==> config.mk <==
export PLATFORM = sky130hd
export DESIGN_NAME = wws_windowed_supervisor
export DESIGN_NICKNAME = d
export VERILOG_FILES = /design/src/wws_pkg.sv /design/src/wws_windowed_supervisor.sv /design/src/wws_prescaler.sv /design/src/wws_axil.sv
export SDC_FILE = /design/constraint.sdc
export NUM_CORES = 1
export LEC_CHECK = 0
export ABC_AREA = 1
export BUFFER_PORTS_ARGS = -buffer_cell sky130_fd_sc_hd__buf_2
export CAP_MARGIN = 20
export CELL_PAD_IN_SITES_DETAIL_PLACEMENT = 0
export CELL_PAD_IN_SITES_GLOBAL_PLACEMENT = 1
export CORE_MARGIN = 5
export CORE_UTILIZATION = 28
export CTS_BUF_LIST = sky130_fd_sc_hd__clkbuf_8 sky130_fd_sc_hd__clkbuf_16
export CTS_CLUSTER_DIAMETER = 100
export DETAILED_ROUTE_END_ITERATION = 12
export GPL_ROUTABILITY_DRIVEN = 1
export PLACE_DENSITY_LB_ADDON = 0.1
export SETUP_SLACK_MARGIN = 0.1
export SLEW_MARGIN = 15
export SYNTH_ARGS = -nofsm -noshare
export SYNTH_HDL_FRONTEND = slang
export SYNTH_SLANG_ARGS = --single-unit
==> constraint.sdc <==
create_clock -name CLK -period 4.9 [get_ports CLK]
set_input_delay 0.49 -clock CLK [delete_from_list [all_inputs] [get_ports CLK]]
set_output_delay 0.49 -clock CLK [all_outputs]
set_load 0.1 [all_outputs]
==> src/wws_pkg.sv <==
// Constants and carrier types for the windowed supervisor
`default_nettype none
package wws_pkg;
  // ----------------------------------------------------------------
  // Timing
  // ----------------------------------------------------------------
  localparam int unsigned CLK_PERIOD_NS = 8;
  localparam int unsigned RST_PULSE_NS  = 30000;
  localparam logic [11:0] RST_PULSE_CYC = 12'(RST_PULSE_NS / CLK_PERIOD_NS);
  localparam logic [14:0] PRESC_PERIOD  = 15'h4000;
  localparam logic [7:0]  MIN_BASE      = 8'h80;
  localparam logic [7:0]  SHORT_BASE    = 8'hC0;
  localparam logic [5:0]  STEP_WEIGHT   = 6'h04;
  localparam logic [12:0] RESUME_SHORT  = 13'h0100;
  localparam logic [12:0] RESUME_LONG   = 13'h1000;
  // Timebase table, indexed by timebase_select
  localparam logic [3:0][5:0] TB_MSB = {6'h31, 6'h14, 6'h08, 6'h04};
  localparam logic [3:0][7:0] TB_LSB = {8'h36, 8'h23, 8'h35, 8'h3B};

  // ----------------------------------------------------------------
  // Register map
  // ----------------------------------------------------------------
  localparam int unsigned ADDR_W    = 8;
  localparam logic [7:0]  ADDR_CTRL = 8'h00;
  localparam logic [7:0]  ADDR_WIN  = 8'h04;
  localparam logic [7:0]  ADDR_STAT = 8'h08;
  localparam logic [7:0]  ADDR_MASK = 8'h0C;
  localparam logic [7:0]  ADDR_INFO = 8'h10;
  localparam int unsigned CTRL_ACT  = 7;
  localparam int unsigned CTRL_TOP  = 6;
  localparam logic [6:0]  CNT_RESET = 7'h7F;
  localparam logic [6:0]  CNT_EXPIRE = 7'h40;
  localparam logic [6:0]  WIN_RESET = 7'h7F;
  localparam int unsigned STAT_EXPIRE = 0;
  localparam int unsigned STAT_WINDOW = 1;
  localparam int unsigned STAT_SOFT   = 2;
  localparam int unsigned STAT_HALT   = 3;
  localparam int unsigned STAT_W      = 4;
  localparam logic [1:0]  RESP_OKAY   = 2'h0;
  localparam logic [1:0]  RESP_SLVERR = 2'h2;

  // Pin bundle width for the synchroniser
  localparam int unsigned PIN_W = 7;

  typedef struct packed {
    logic [ADDR_W-1:0] addr;
    logic [31:0]       data;
    logic [3:0]        strb;
  } wws_wr_t;

  typedef enum logic [1:0] {ST_RUN, ST_HALT, ST_FROZEN, ST_RESUME} wws_halt_t;
endpackage
`default_nettype wire

==> src/wws_windowed_supervisor.sv <==
// Windowed supervisor: counter, window check, reset pulse and registers
`default_nettype none
// Contract
// - Counter steps down once per prescaler period of 16384 oscillator cycles.
// - When active, stepping 40h to 3Fh starts a reset pulse.
// - When active, reloading while count exceeds window value causes reset.
// - Software option: starts off, activation bit enables until next reset.
// - Hardware option: always active, activation bit ignored.
// - Counter keeps counting whether enabled or not.
// - Writing activation set with top bit clear is a software reset.
// - Active with reset-on-halt option: HALT causes reset instead.
// - Six low counter bits give 64 timeout steps.
// - First interval after write lies between (LSB+128)x64 and 16384 clocks.
// - Timebase selection picks MSB/LSB pairs 4/59, 8/53, 20/35, 49/54.
// - Every floor(4*CNT/MSB) group takes (192+LSB)x64 clocks instead.
// - Control holds activation at bit 7, counter bits 6:0, resets 7Fh.
// - Activation bit set only by software, cleared only by reset.
// - After halt wake-up, counting resumes after 256 or 4096 clocks.
module wws_windowed_supervisor import wws_pkg::*; (
  input  wire logic              CLK,
  input  wire logic              SYS_RST,
  input  wire logic [ADDR_W-1:0] S_AXI_AWADDR,
  input  wire logic              S_AXI_AWVALID,
  output logic                   S_AXI_AWREADY,
  input  wire logic [31:0]       S_AXI_WDATA,
  input  wire logic [3:0]        S_AXI_WSTRB,
  input  wire logic              S_AXI_WVALID,
  output logic                   S_AXI_WREADY,
  output logic [1:0]             S_AXI_BRESP,
  output logic                   S_AXI_BVALID,
  input  wire logic              S_AXI_BREADY,
  input  wire logic [ADDR_W-1:0] S_AXI_ARADDR,
  input  wire logic              S_AXI_ARVALID,
  output logic                   S_AXI_ARREADY,
  output logic [31:0]            S_AXI_RDATA,
  output logic [1:0]             S_AXI_RRESP,
  output logic                   S_AXI_RVALID,
  input  wire logic              S_AXI_RREADY,
  input  wire logic              HW_ACTIVATE_OPT,
  input  wire logic              HALT_RESET_OPTION,
  input  wire logic              HALT_EXEC,
  input  wire logic              WAKE_IRQ,
  input  wire logic              RESUME_LONG_SEL,
  input  wire logic [1:0]        TIMEBASE_SELECT,
  output logic                   SUPERVISOR_RESET_N,
  output logic                   IRQ
);
  // ----------------------------------------------------------------
  // Pin synchronisers
  // ----------------------------------------------------------------
  logic [PIN_W-1:0] pin_raw;
  logic [PIN_W-1:0] pin_s1_q;
  logic [PIN_W-1:0] pin_s2_q;
  logic             halt_s3_q;
  logic             wake_s3_q;

  assign pin_raw = {TIMEBASE_SELECT, RESUME_LONG_SEL, WAKE_IRQ, HALT_EXEC,
                    HALT_RESET_OPTION, HW_ACTIVATE_OPT};

  for (genvar i = 0; i < PIN_W; i++) begin : g_sync
    always_ff @(posedge CLK) begin
      if (SYS_RST) begin
        pin_s1_q[i] <= 1'b0;
        pin_s2_q[i] <= 1'b0;
      end else begin
        pin_s1_q[i] <= pin_raw[i];
        pin_s2_q[i] <= pin_s1_q[i];
      end
    end
  end

  wire       hw_opt     = pin_s2_q[0];
  wire       halt_opt   = pin_s2_q[1];
  wire       halt_rise  = pin_s2_q[2] && !halt_s3_q;
  wire       wake_rise  = pin_s2_q[3] && !wake_s3_q;
  wire       resume_lng = pin_s2_q[4];
  wire [1:0] tb_sel     = pin_s2_q[6:5];

  // ----------------------------------------------------------------
  // Register bus
  // ----------------------------------------------------------------
  wws_wr_t           wr;
  logic              wr_fire;
  logic [ADDR_W-1:0] rd_addr;
  logic [31:0]       rd_data;

  wire map_ctrl_w = wr.addr == ADDR_CTRL;
  wire map_win_w  = wr.addr == ADDR_WIN;
  wire map_stat_w = wr.addr == ADDR_STAT;
  wire map_mask_w = wr.addr == ADDR_MASK;
  wire wr_ok      = map_ctrl_w || map_win_w || map_stat_w || map_mask_w
                    || wr.addr == ADDR_INFO;
  wire lo_lane    = wr_fire && wr.strb[0];
  wire ctrl_wr    = lo_lane && map_ctrl_w;
  wire win_wr     = lo_lane && map_win_w;
  wire stat_wr    = lo_lane && map_stat_w;
  wire mask_wr    = lo_lane && map_mask_w;
  wire rd_ok      = rd_addr == ADDR_CTRL || rd_addr == ADDR_WIN || rd_addr == ADDR_STAT
                    || rd_addr == ADDR_MASK || rd_addr == ADDR_INFO;

  wws_axil u_axil (
    .clk     (CLK),
    .rst     (SYS_RST),
    .awaddr  (S_AXI_AWADDR),
    .awvalid (S_AXI_AWVALID),
    .awready (S_AXI_AWREADY),
    .wdata   (S_AXI_WDATA),
    .wstrb   (S_AXI_WSTRB),
    .wvalid  (S_AXI_WVALID),
    .wready  (S_AXI_WREADY),
    .bresp   (S_AXI_BRESP),
    .bvalid  (S_AXI_BVALID),
    .bready  (S_AXI_BREADY),
    .araddr  (S_AXI_ARADDR),
    .arvalid (S_AXI_ARVALID),
    .arready (S_AXI_ARREADY),
    .rdata   (S_AXI_RDATA),
    .rresp   (S_AXI_RRESP),
    .rvalid  (S_AXI_RVALID),
    .rready  (S_AXI_RREADY),
    .wr      (wr),
    .wr_fire (wr_fire),
    .wr_ok   (wr_ok),
    .rd_addr (rd_addr),
    .rd_data (rd_data),
    .rd_ok   (rd_ok)
  );

  // ----------------------------------------------------------------
  // State
  // ----------------------------------------------------------------
  logic [6:0]        cnt_q;
  logic              act_bit_q;
  logic [6:0]        win_q;
  logic [STAT_W-1:0] stat_q;
  logic [STAT_W-1:0] mask_q;
  logic [11:0]       rst_cnt_q;
  logic              rst_n_q;
  logic [5:0]        acc_q;
  logic              first_q;
  logic [12:0]       resume_q;
  wws_halt_t         halt_st_q;
  wws_halt_t         halt_st_d;
  logic              tick;

  wire active = hw_opt || act_bit_q;

  // ----------------------------------------------------------------
  // Prescaler pacing
  // ----------------------------------------------------------------
  wire [5:0]  tb_msb    = TB_MSB[tb_sel];
  wire [7:0]  tb_lsb    = TB_LSB[tb_sel];
  wire [14:0] min_first = {1'b0, 8'(tb_lsb + MIN_BASE), 6'h00};
  wire [14:0] short_len = {1'b0, 8'(tb_lsb + SHORT_BASE), 6'h00};
  // A short step every time the running 4*n crosses a multiple of MSB
  wire [6:0]  acc_sum   = {1'b0, acc_q} + {1'b0, STEP_WEIGHT};
  wire        acc_wrap  = acc_sum >= {1'b0, tb_msb};
  wire [5:0]  acc_next  = acc_wrap ? 6'(acc_sum - {1'b0, tb_msb}) : acc_sum[5:0];
  wire [5:0]  acc_d     = ctrl_wr ? 6'h00 : (tick && !first_q) ? acc_next : acc_q;
  wire [6:0]  look_sum  = {1'b0, acc_d} + {1'b0, STEP_WEIGHT};
  wire        next_short = look_sum >= {1'b0, tb_msb};
  wire [14:0] period    = next_short ? short_len : PRESC_PERIOD;

  wws_prescaler u_presc (
    .clk      (CLK),
    .rst      (SYS_RST),
    .load_min (ctrl_wr),
    .min_cnt  (min_first),
    .period   (period),
    .tick     (tick)
  );

  // ----------------------------------------------------------------
  // Reset causes
  // ----------------------------------------------------------------
  wire count_en = halt_st_q == ST_RUN || halt_st_q == ST_HALT;
  wire step     = tick && count_en && !ctrl_wr;
  wire act_wr   = hw_opt || act_bit_q || wr.data[CTRL_ACT];
  wire exp_ev   = active && step && cnt_q == CNT_EXPIRE;
  wire win_ev   = ctrl_wr && active && cnt_q > win_q;
  wire soft_ev  = ctrl_wr && act_wr && !wr.data[CTRL_TOP];
  wire halt_ev  = halt_rise && active && halt_opt;
  wire [STAT_W-1:0] events = {halt_ev, soft_ev, win_ev, exp_ev};
  wire fire     = |events;
  wire busy     = rst_cnt_q != 12'h000;
  // A second cause during a pulse does not stretch it
  wire [11:0] rst_cnt_d = (fire && !busy) ? RST_PULSE_CYC
                          : busy ? rst_cnt_q - 12'h001 : 12'h000;

  // ----------------------------------------------------------------
  // Halt sequencing
  // ----------------------------------------------------------------
  always_comb begin
    halt_st_d = halt_st_q;
    case (halt_st_q)
      ST_RUN: begin
        if (halt_rise && !(active && halt_opt)) begin
          halt_st_d = ST_HALT;
        end
      end
      ST_HALT: begin
        if (wake_rise) begin
          halt_st_d = ST_RESUME;
        end else if (tick) begin
          halt_st_d = ST_FROZEN;
        end
      end
      ST_FROZEN: begin
        if (wake_rise) begin
          halt_st_d = ST_RESUME;
        end
      end
      ST_RESUME: begin
        if (resume_q == 13'h0001) begin
          halt_st_d = ST_RUN;
        end
      end
      default: halt_st_d = ST_RUN;
    endcase
  end

  wire [12:0] resume_d = (halt_st_d == ST_RESUME && halt_st_q != ST_RESUME)
                         ? (resume_lng ? RESUME_LONG : RESUME_SHORT)
                         : (resume_q != 13'h0000) ? resume_q - 13'h0001 : 13'h0000;

  // ----------------------------------------------------------------
  // Registers
  // ----------------------------------------------------------------
  wire [6:0] cnt_d = ctrl_wr ? wr.data[6:0] : step ? cnt_q - 7'h01 : cnt_q;
  wire [STAT_W-1:0] stat_d = (stat_q & ~(stat_wr ? wr.data[STAT_W-1:0] : '0)) | events;

  always_ff @(posedge CLK) begin
    if (SYS_RST) begin
      cnt_q     <= CNT_RESET;
      act_bit_q <= 1'b0;
      win_q     <= WIN_RESET;
      stat_q    <= '0;
      mask_q    <= '0;
      rst_cnt_q <= 12'h000;
      rst_n_q   <= 1'b1;
      acc_q     <= 6'h00;
      first_q   <= 1'b1;
      resume_q  <= 13'h0000;
      halt_st_q <= ST_RUN;
      halt_s3_q <= 1'b0;
      wake_s3_q <= 1'b0;
    end else begin
      cnt_q     <= cnt_d;
      act_bit_q <= act_bit_q || (ctrl_wr && wr.data[CTRL_ACT]);
      win_q     <= win_wr ? wr.data[6:0] : win_q;
      stat_q    <= stat_d;
      mask_q    <= mask_wr ? wr.data[STAT_W-1:0] : mask_q;
      rst_cnt_q <= rst_cnt_d;
      rst_n_q   <= rst_cnt_d == 12'h000;
      acc_q     <= acc_d;
      first_q   <= ctrl_wr || (first_q && !tick);
      resume_q  <= resume_d;
      halt_st_q <= halt_st_d;
      halt_s3_q <= pin_s2_q[2];
      wake_s3_q <= pin_s2_q[3];
    end
  end

  assign SUPERVISOR_RESET_N = rst_n_q;
  assign IRQ = |(stat_q & mask_q);

  wire [2:0] info = {busy, halt_st_q != ST_RUN, active};
  assign rd_data = rd_addr == ADDR_CTRL ? {24'h000000, act_bit_q, cnt_q}
                 : rd_addr == ADDR_WIN  ? {25'h0000000, win_q}
                 : rd_addr == ADDR_STAT ? {28'h0000000, stat_q}
                 : rd_addr == ADDR_MASK ? {28'h0000000, mask_q}
                 : rd_addr == ADDR_INFO ? {29'h00000000, info}
                 : 32'h0000_0000;
endmodule // wws_windowed_supervisor
`default_nettype wire

==> src/wws_prescaler.sv <==
// Free-running prescaler that paces the supervisor counter
`default_nettype none
module wws_prescaler import wws_pkg::*; (
  input  wire logic        clk,
  input  wire logic        rst,
  input  wire logic        load_min,
  input  wire logic [14:0] min_cnt,
  input  wire logic [14:0] period,
  output logic             tick
);
  logic [14:0] rem_q;
  logic [14:0] rem_d;

  // Phase is never cleared by a write, only stretched to the least interval
  assign tick = (rem_q == 15'h0001);

  always_comb begin
    rem_d = tick ? period : rem_q - 15'h0001;
    if (load_min && rem_d < min_cnt) begin
      rem_d = min_cnt;
    end
  end

  always_ff @(posedge clk) begin
    if (rst) begin
      rem_q <= PRESC_PERIOD;
    end else begin
      rem_q <= rem_d;
    end
  end
endmodule // wws_prescaler
`default_nettype wire

==> src/wws_axil.sv <==
// AXI4-Lite slave front end for the supervisor registers
`default_nettype none
module wws_axil import wws_pkg::*; (
  input  wire logic              clk,
  input  wire logic              rst,
  input  wire logic [ADDR_W-1:0] awaddr,
  input  wire logic              awvalid,
  output logic                   awready,
  input  wire logic [31:0]       wdata,
  input  wire logic [3:0]        wstrb,
  input  wire logic              wvalid,
  output logic                   wready,
  output logic [1:0]             bresp,
  output logic                   bvalid,
  input  wire logic              bready,
  input  wire logic [ADDR_W-1:0] araddr,
  input  wire logic              arvalid,
  output logic                   arready,
  output logic [31:0]            rdata,
  output logic [1:0]             rresp,
  output logic                   rvalid,
  input  wire logic              rready,
  output wws_wr_t                wr,
  output logic                   wr_fire,
  input  wire logic              wr_ok,
  output logic [ADDR_W-1:0]      rd_addr,
  input  wire logic [31:0]       rd_data,
  input  wire logic              rd_ok
);
  logic aw_full_q;
  logic w_full_q;
  logic rd_fire;
  wws_wr_t wr_q;

  assign awready = !aw_full_q;
  assign wready  = !w_full_q;
  assign arready = !rvalid;
  assign rd_fire = arvalid && !rvalid;
  assign rd_addr = araddr;
  // Both halves held; the response slot must be free before committing
  assign wr_fire = aw_full_q && w_full_q && !bvalid;
  assign wr      = wr_q;

  always_ff @(posedge clk) begin
    if (rst) begin
      aw_full_q <= 1'b0;
      w_full_q  <= 1'b0;
      wr_q      <= '0;
      bvalid    <= 1'b0;
      bresp     <= RESP_OKAY;
      rvalid    <= 1'b0;
      rdata     <= 32'h0000_0000;
      rresp     <= RESP_OKAY;
    end else begin
      if (awvalid && !aw_full_q) begin
        aw_full_q   <= 1'b1;
        wr_q.addr   <= awaddr;
      end else if (wr_fire) begin
        aw_full_q <= 1'b0;
      end
      if (wvalid && !w_full_q) begin
        w_full_q  <= 1'b1;
        wr_q.data <= wdata;
        wr_q.strb <= wstrb;
      end else if (wr_fire) begin
        w_full_q <= 1'b0;
      end
      if (wr_fire) begin
        bvalid <= 1'b1;
        bresp  <= wr_ok ? RESP_OKAY : RESP_SLVERR;
      end else if (bready) begin
        bvalid <= 1'b0;
      end
      if (rd_fire) begin
        rvalid <= 1'b1;
        rdata  <= rd_data;
        rresp  <= rd_ok ? RESP_OKAY : RESP_SLVERR;
      end else if (rready) begin
        rvalid <= 1'b0;
      end
    end
  end
endmodule // wws_axil
`default_nettype wire

==> qor.yml, run 1 <==
design_area_sq_um: 8140
rsz0062_at_grt: "true"
synthAdderAreaFrac: 0.05796
max_slew_margin: 0.3885
cp_max_fo: 7
gr-total-overflow: 0
coreArea_sq_um: 22710
r2r_start: "acc_q[2]"
hold_depth: 3
drc_errors: 0
fmax_mhz: 219.0
maxSlewViolCount: 0
cp.arrival_ns: 4.91
grt_pass1_vias: 5709
min-delay-start: "TIMEBASE_SELECT[1]"
drtIter0Drc: 198
cts_root_buf: "clkbuf_16"
period_minus_slack_ns: 4.566
ys_warn_count: 0
wl_per_cell_microns: 13.62
grt_max_degree: 58
drive_gt1_frac: 0.2037
drv_cap: 0
numPortBuffers: 55
synth_compound_area_frac: 0.1381
power.density_nw_per_um2: 492.2
r2r_cells: 30
synth_top_area_frac: 0.3709
synth_area_per_cell_sq_um: 7.109
die_h_microns: 162.1
yosysUniqueCellTypes: 45
yosys.area.top_type: "dfxtp_1"
ios: 109
antenna_found_initial: 0
crit_path_start_kind: "flop"
slowest_delay_ns: 0.36
hold_buffers: 0
clock_path_buffers: 2
finClkSkew_ns: 0.009771
synthArstFlopShare: 0
regArea_sq_um: 2411
p_leak_nw: 3.889
yosys.area_share.xor_xnor: 0.04192
synth-simple-area-share: 0.2680
vias: 5751
hpwlAfterDp_microns: 13030
firstDrtPassIters: 4
hold_path_class: "primary input to flop"
gp_congestion: 0.7487
vias_per_cell: 4.420
fillers: 2477
final.period_utilization: 0.9319
setup_viol: 0
postPlaceCellArea_sq_um: 7167
syn_area_sq_um: 6476
clk_pin_slew_ns: 0.06
cpMaxStageDelayCell: "dfxtp_4"
clock_latency_ns: 0.42
ys.flop_type: "dfxtp_1"
cts_inserted_buffers: 17
num_antenna_cells: 0
synth-edff-count: 0
setup.worst_path.end_class: "flop"
regToRegSetupSlack_ns: 0.33
grt_usage: 0.1375
die_x_microns: 162.1
worst_pin_slew_ns: 0.9097
cts_sinks: 120
die-area_sq_um: 26270
synth_top_family_by_area: "simple AND/OR/NAND/NOR gates"
start_util: 0.2852
rr_endpoint: "u_presc.rem_q[6]"
placementRows: 55
hold_ws_ns: 0.2762
ant_nets: 0
final_net_count: 1099
worstSetupPathType: "flop to flop"
hold_viol: 0
htreeDepth: 4
drt_wl_total_microns: 17720
required_ns: 5.24
ir_drop_mv: 0.2120
multiInputGateArea_sq_um: 3635
fin_setup_tns_ns: 0
ys_seq_area_frac: 0.3709
syn_inst: 911
synth_area_leaders: "dfxtp_1 (37%), nor2_1 (8.9%), nand2_1 (7.9%)"
synth_seq_cells: 120
outcome: "finished clean"
area_delta_synth_final_pct: 25.70
synthMuxAreaShare: 0
cts_tree: "built"
grt_pass1_wl_microns: 29280
min_delay_worst_endpoint: "pin_s1_q[6]"
-- routing by layer --
metal | vias to the layer above | GRT usage | part of all wire
met2 | 79 | 0.2237 | 0.46
met5 | - | 0 | 0
met3 | 14 | 0.03299 | 0.034
met1 | 2577 | 0.1850 | 0.50
li1 | 3081 | - | -
met4 | 0 | 0.03230 | 0.0085
-- power by group --
| part | internal, mW | switching [mW] | leakage [nW] | total, mW |
|---|---|---|---|---|
| sequential | 1.13 | 0.111 | 0.986 | 1.24 |
| clock | 0.868 | 0.491 | 0.303 | 1.36 |
| combinational | 0.508 | 0.899 | 2.60 | 1.41 |
-- worst max path at each step --
| stage | from | end | slack (ns) | cells past startpoint |
|---|---|---|---|---|
| 6_report | acc_q[2] | u_presc.rem_q[6] | 0.33 | 30 |
| 5_1_grt | acc_q[2] | u_presc.rem_q[6] | 0.06 | 30 |
| 4_1_cts | acc_q[2] | u_presc.rem_q[0] | 0.11 | 30 |
| 3_5_place_dp | pin_s2_q[5] | u_presc.rem_q[0] | 0.06 | 31 |
| 3_3_place_gp | pin_s2_q[5] | u_presc.rem_q[12] | 0.08 | 31 |
| 2_1_floorplan | pin_s2_q[5] | u_presc.rem_q[13] | 0.41 | 32 |
-- layout make-up --
| type | count | share of cell area |
|---|---|---|
| Multi-Input combinational cell | 633 | 0.4465 |
| Sequential cell | 120 | 0.2962 |
| Timing Repair Buffer | 94 | 0.07224 |
| Inverter | 137 | 0.06317 |
| Clock buffer | 18 | 0.05395 |
| Tap cell | 285 | 0.04381 |
| Clock inverter | 14 | 0.02413 |
-- synthesized netlist by cell type, types with 3 or more instances --
master and number:
buf_1 5, xnor2_1 11, o2111ai_1 8, a211oi_1 5
nor3_1 22, nand3_1 30, nand3_2 4, ha_1 30
a31oi_1 3, o21ai_0 44, buf_4 26, or2_2 6
nand2_2 5, inv_1 133, o21a_1 3, xor2_1 20
dfxtp_1 120, nor2_2 7, inv_2 4, a21oi_1 58
o211ai_1 13, o22ai_1 5, o21ai_1 3, nor2_1 154
clkbuf_1 13, nand2_1 137, nand4_1 12, nor4_1 7
-- cells in the final DEF (no fill, tap or decap), types with 4 or more instances in the layout --
master / count
ha_4: 7
nand4_1: 12
nor2_2: 16
nand3_2: 5
o2111ai_1: 8
nand3_1: 29
clkbuf_16: 17
nand2_2: 11
a21oi_1: 53
dfxtp_1: 117
o211ai_1: 13
ha_1: 21
buf_4: 36
a21oi_2: 5
inv_1: 129
xor2_1: 19
conb_1: 26
or2_2: 5
nor2_1: 144
nor3_1: 21
inv_2: 8
o21ai_0: 43
nor4_1: 6
xnor2_1: 11
nand2_1: 131
bufinv_16: 4
buf_2: 55
a211oi_1: 5
-- cells by family (layout without fill, tap and decap cells) --
| family | after synthesis | count (layout) |
|---|---|---|
| buf+inv | 183 | 263 |
| other cells | 1 | 26 |
| fa+ha+maj | 30 | 30 |
| flops | 120 | 120 |
| simple gates | 393 | 393 |
| compound gates | 153 | 153 |
| xor+xnor | 31 | 31 |
-- stage by stage --
stage | total power [mW] | setup WS (ns) | instances | util
final | 4.006 | 0.3335 | 1301 | 0.3585
after global routing | 4.311 | 0.06189 | 1301 | 0.3585
after CTS | 3.959 | 0.1078 | 1292 | 0.3440
after detailed placement | 2.568 | 0.05776 | 1260 | 0.3156
after global placement | 2.582 | 0.07609 | 1260 | 0.3156
after floorplan | 2.285 | 0.4083 | 936 | -
-- critical path, delay by kind of cell, from the launching register on --
kind | cells | cell delay (ns)
adders and majority gates | 5 | 1.18
buffers and inverters | 3 | 0.34
xor gates and xnor gates | 2 | 0.34
DFF | 1 | 0.36
AOI/OAI and AO/OA | 7 | 0.77
and+or+nand+nor | 13 | 1.50
-- state kept, by name, summed over array words and instances, names as in the netlist, 2 cells and up --
name / cells
rst_cnt_q: 12
u_axil.rdata: 8
u_presc.rem_q: 15
halt_st_q: 2
win_q: 7
u_axil.wr: 17
stat_q: 4
acc_q: 6
pin_s1_q: 7
pin_s2_q: 4
mask_q: 4
resume_q: 13
cnt_q: 7
-- what timing repair did --
action | 4_1_cts | 5_1_grt
buffers inserted | 0 | 9
resized for setup | 3 | 58
endpoints found under the setup margin | 14 | 14
pin swaps | 0 | 41
No activity file was read; power rests on OpenSTA's default activity.
==> run 2: changes to the inputs <==
Clock period 4.9 ns to 3.9 ns, I/O delays scaled along.
==> run 2 against run 1 <==
The run now ends with setup timing left. Sequential power is 25% higher. Register-to-register slack worse by 0.81 ns. Sequential share of layout area shrank 0.92 points. Wire length increased by 4.9%. Die area is the same. Cell area up 3.2%. Via count up 5.3%. Non-clock buffer count up 48. Critical path depth grew 1. Largest cell class unchanged.
==> qor.yml, run 2 (synthesized netlist as in run 1, its figures left out) <==
largest_reg_flops: 17  # unchanged
final_net_count: 1147  # +4.4%
seqPwrFrac: 0.310  # about the same
maxSlewViolCount: 0  # unchanged
hpwlAfterDp_microns: 14220  # +9.1%
fmax_mhz: 228.5  # +4.4%
setup.worst_path.end_class: "flop"
drv_cap: 0  # unchanged
max_slew_margin: 0.4052  # +0.01666
die_h_microns: 162.1  # unchanged
cts_root_buf: "clkbuf_16"
cts_sinks: 120  # unchanged
power.internal_mw: 3.131  # +25%
numPortBuffers: 55  # unchanged
die-area_sq_um: 26270  # unchanged
vias: 6054  # +5.3%
cts_tree: "built"
clk_pin_slew_ns: 0.06  # about the same
die_x_microns: 162.1  # unchanged
grt_max_degree: 39  # -33%
grt_pass1_vias: 5984  # +4.8%
drive_gt1_frac: 0.2274  # +0.02370
vias_per_cell: 4.488  # +1.5%
coreArea_sq_um: 22710  # unchanged
final_common_cell: "nor2_1"
worstSetupPathType: "flop to flop"
dp.cells: 1305  # +3.6%
grt_pass1_wl_microns: 30300  # +3.5%
hold_depth: 3  # unchanged
required_ns: 4.25  # -0.99 ns
power_frac_clock: 0.308  # -0.031
start_util: 0.2852  # unchanged
path_common_cell: "inv_1"
p_comb_frac: 0.382  # +0.031
instances_no_fill: 1349  # +3.7%
clock_latency_ns: 0.41  # about the same
worst_pin_slew_ns: 0.8849  # -0.02478 ns
gr-total-overflow: 0  # unchanged
p_sw_mw: 1.883  # +25%
power_mw: 5.014  # +25%
crit_path_start_kind: "flop"
cp.arrival_ns: 4.73  # -0.18 ns
path_buf_inv: 6  # +3
violations: "setup timing"
grt_usage: 0.1449  # +0.007413
clock_path_buffers: 2  # unchanged
layout_common_cells: "nor2_1 (153), nand2_1 (132), inv_1 (132)"
drtIter0Drc: 249  # +26%
placementRows: 55  # unchanged
num_antenna_cells: 0  # unchanged
cp.depth: 31  # +3.3%
dp_slack_ns: -0.5724  # -0.6302 ns
power.density_nw_per_um2: 596.8  # +21%
hold_path_class: "primary input to flop"
fin_ws_ns: -0.4760  # -0.8095 ns
cpMaxStageDelayCell: "dfxtp_4"
cpLargestDelayFamily: "simple AND/OR/NAND/NOR gates"
r2r_cells: 31  # +3.3%
setup_viol: 14  # +14
p_leak_nw: 4.069  # +4.6%
hold_ws_ns: 0.1833  # -0.09288 ns
area_delta_synth_final_pct: 29.71
htreeDepth: 4  # unchanged
drt_wl_total_microns: 18580  # +4.9%
cts_inserted_buffers: 17  # unchanged
ir_drop_mv: 0.2740  # +29%
slowest_delay_ns: 0.37  # about the same
cp_max_fo: 7  # unchanged
wl_per_cell_microns: 13.77  # +1.1%
final_util: 0.3699  # +0.01146
rsz0062_at_grt: "true"
antenna_found_initial: 0  # unchanged
ant_nets: 0  # unchanged
drc_errors: 0  # unchanged
hold_viol: 0  # unchanged
finClkSkew_ns: 0.01093  # +0.001161 ns
firstDrtPassIters: 4  # unchanged
hold_buffers: 0  # unchanged
final.period_utilization: 1.122  # +0.1901
gp_congestion: 0.7891  # +5.4%
period_minus_slack_ns: 4.376  # -0.1905 ns
outcome: "finished with violations"
switching_share: 0.3755  # +0.0007123
ios: 109  # unchanged
[run 2: changes by cell type in the layout (fill, tap and decap cells not counted), moves of 3 or more]
cell / delta
buf_4: +49
nor2_1: +9
dfxtp_2: +3
nor2_2: -10
inv_1: +3
clkinvlp_4: +3
[run 2: worst min-delay path, stage by stage]
cell and delay, ns:
buf_2 0.08, inv_1 0.03, nor2_1 0.06
[run 2: path summary, 6_finish.rpt]
path	slack, ns	start	endpoint
min reg2reg	0.40	pin_s1_q[1]	halt_opt
max reg2reg	-0.48	acc_q[2]	u_presc.rem_q[2]
min	0.18	HALT_RESET_OPTION	pin_s1_q[1]
max	-0.48	acc_q[2]	u_presc.rem_q[2]
[run 2: what timing repair did]
| action | CTS | global route |
|---|---|---|
| pin swaps | 30 | 8 |
| gates resized for setup | 17 | 15 |
| endpoints found under the setup margin | 14 | 15 |
| setup buffers | 8 | 4 |
[run 2: area by class of cell]
class,count,area [sq um]
multi-input cells,633,3590
fillers,2482,14310
well taps,285,356.6
flip-flops and latches,120,2411
repair buffers,142,944.7
inverters,137,514.2
clock inverters,13,131.4
clock buffers,19,452.9
[run 2: per-stage QoR]
stage,instance area (sq um),setup TNS (ns)
finish,8401,-6.480
global route,8401,-11.93
global placement,7547,-6.772
CTS,8294,-6.525
floorplan,6613,-5.199
detailed placement,7547,-7.732
[run 2: routing by layer]
| layer | global-route usage | part of all wire | vias to the layer above | wire length, microns |
|---|---|---|---|---|
| met1 | 0.1945 | 0.50 | 2770 | 9221 |
| met5 | 0 | 0 | - | 0 |
| met4 | 0.04114 | 0.013 | 0 | 240 |
| met2 | 0.2355 | 0.45 | 91 | 8451 |
| li1 | - | - | 3177 | - |
| met3 | 0.03121 | 0.036 | 16 | 662 |
[run 2: power groups by stage]
stage / clock (mW) / combinational, mW / sequential [mW]
finish: 1.54 / 1.92 / 1.55
global route: 1.65 / 2.17 / 1.58
CTS: 1.59 / 1.85 / 1.55
detailed placement: 0 / 1.82 / 1.58
global placement: 0 / 1.84 / 1.58
floorplan: 0 / 1.25 / 1.63
==> run 3: changes to the inputs <==
Settings changed: ABC_CLOCK_PERIOD_IN_PS set to 3900, PLACE_DENSITY set to 0.69, PLACE_DENSITY_LB_ADDON 0.1 to not set.
==> run 3 against run 2 <==
The run still ends with setup timing left. Non-clock buffer count is 15 lower. Global-route usage is 1.6 points lower. Combinational power is 4% lower. Final cell count is 1.1% lower. Largest cell class unchanged. Highest routed layer unchanged. Clock skew is 0.0020 ns lower.
==> qor.yml, run 3 (synthesized netlist as in run 1, its figures left out) <==
hpwlAfterDp_microns: 12310  # -13%
antenna_found_initial: 0  # unchanged
hold_ws_ns: 0.1764  # -0.006946 ns
ir_drop_mv: 0.3056  # +12%
p_leak_nw: 3.997  # -1.8%
power.internal_mw: 3.028  # -3.3%
area_delta_synth_final_pct: 28.57
coreArea_sq_um: 22710  # unchanged
worstSetupPathType: "flop to flop"
cpMaxStageDelayCell: "dfxtp_4"
switching_share: 0.3829  # +0.007388
design_area_sq_um: 8327  # -0.88%
final_util: 0.3667  # -0.003250
die-area_sq_um: 26270  # unchanged
htreeDepth: 4  # unchanged
die_x_microns: 162.1  # unchanged
finClkSkew_ns: 0.008973  # -0.001959 ns
max_slew_margin: 0.3690  # -0.03617
vias_per_cell: 4.463  # -0.55%
slowest_delay_ns: 0.36  # about the same
power_frac_clock: 0.308  # about the same
wl_per_cell_microns: 12.51  # -9.2%
num_antenna_cells: 0  # unchanged
cts_root_buf: "clkbuf_16"
die_h_microns: 162.1  # unchanged
power.density_nw_per_um2: 589.3  # -1.3%
worst_pin_slew_ns: 0.9387  # +0.05380 ns
start_util: 0.2852  # unchanged
clock_path_buffers: 2  # unchanged
seqPwrFrac: 0.316  # +0.006
numPortBuffers: 55  # unchanged
firstDrtPassIters: 5  # +1
drt_wl_total_microns: 16680  # -10%
fmax_mhz: 225.0  # -1.5%
p_comb_frac: 0.376  # -0.006
rsz0062_at_grt: "true"
required_ns: 4.25  # about the same
layout_common_cells: "nor2_1 (146), nand2_1 (129), inv_1 (127)"
fin_setup_tns_ns: -6.949  # -0.4683 ns
drive_gt1_frac: 0.2316  # +0.004206
cts_inserted_buffers: 17  # unchanged
cp.arrival_ns: 4.80  # +0.07 ns
final_net_count: 1132  # -1.3%
final.period_utilization: 1.140  # +0.01766
final_common_cell: "nor2_1"
grt_pass1_wl_microns: 27650  # -8.7%
grt_max_degree: 48  # +23%
setup_viol: 14  # unchanged
period_minus_slack_ns: 4.445  # +0.06888 ns
maxSlewViolCount: 0  # unchanged
grt_pass1_vias: 5667  # -5.3%
drv_cap: 0  # unchanged
crit_path_start_kind: "flop"
drtIter0Drc: 297  # +19%
p_sw_mw: 1.879  # -0.20%
cts_sinks: 120  # unchanged
ant_nets: 0  # unchanged
setup.worst_path.end_class: "flop"
cp_max_fo: 7  # unchanged
fin_ws_ns: -0.5448  # -0.06888 ns
gp_congestion: 0.8122  # +2.9%
vias: 5954  # -1.7%
violations: "setup timing"
largest_reg_flops: 17  # unchanged
clk_pin_slew_ns: 0.06  # about the same
ios: 109  # unchanged
gr-total-overflow: 0  # unchanged
grt_usage: 0.1285  # -0.01647
path_common_cell: "ha_4"
outcome: "finished with violations"
clock_latency_ns: 0.42  # about the same
hold_path_class: "primary input to flop"
placementRows: 55  # unchanged
hold_viol: 0  # unchanged
cts_tree: "built"
drc_errors: 0  # unchanged
postPlaceCellArea_sq_um: 7385  # -2.2%
-- run 3: path summary, 6_finish.rpt --
kind | start | to | slack [ns] | depth (start not counted)
setup / recovery | acc_q[3] | u_presc.rem_q[9] | -0.54 | 30
hold / removal | RESUME_LONG_SEL | pin_s1_q[4] | 0.18 | 3
setup reg to reg | acc_q[3] | u_presc.rem_q[9] | -0.54 | 30
hold reg to reg | pin_s1_q[6] | pin_s2_q[6] | 0.39 | 2
-- run 3: final cells by class --
type / count / area, sq um
fill: 2429 / 14380
multi-input combinational: 633 / 3652
sequential: 120 / 2414
timing repair buffer: 127 / 815.8
inverter: 137 / 514.2
clock buffer: 19 / 452.9
tap: 285 / 356.6
clock inverter: 13 / 121.4
-- run 3: metal layers --
| metal | global-route usage | up-vias | wire length [microns] | share of wire |
|---|---|---|---|---|
| met3 | 0.02791 | 26 | 554 | 0.033 |
| met5 | 0 | - | 0 | 0 |
| met4 | 0.04191 | 0 | 293 | 0.018 |
| met1 | 0.1706 | 2666 | 8192 | 0.49 |
| li1 | - | 3147 | - | - |
| met2 | 0.2081 | 115 | 7642 | 0.46 |
-- run 3: timing repair --
| item | CTS | global route |
|---|---|---|
| pin swaps | 24 | 23 |
| setup buffers | 13 | 4 |
| hold buffers | 0 | 0 |
| resized for setup | 23 | 26 |
| endpoints found under the setup margin | 14 | 15 |
-- run 3: power by group through the flow --
| stage | combinational, mW | clock [mW] | sequential, mW |
|---|---|---|---|
| floorplan | 1.25 | 0 | 1.63 |
| global placement | 1.69 | 0 | 1.58 |
| detailed placement | 1.68 | 0 | 1.58 |
| CTS | 1.76 | 1.55 | 1.55 |
| global route | 2.06 | 1.61 | 1.58 |
| finish | 1.85 | 1.51 | 1.55 |
-- run 3: worst max-delay path, delay by kind of cell, from the launching register on --
family                     cells  cell delay [ns]
DFF                            1             0.36
xor gates and xnor gates       2             0.30
buffers and inverters          3             0.23
AOI/OAI and AO/OA              5             0.72
and+or+nand+nor               15             1.63
adders and majority gates      5             1.13
-- run 3: per-stage QoR --
stage | power (mW) | setup slack (ns) | instances
2_1_floorplan | 2.877 | -0.3847 | 936
3_3_place_gp | 3.270 | -0.5032 | 1285
3_5_place_dp | 3.260 | -0.5588 | 1285
4_1_cts | 4.870 | -0.4702 | 1330
5_1_grt | 5.253 | -0.8210 | 1334
6_report | 4.907 | -0.5448 | 1334
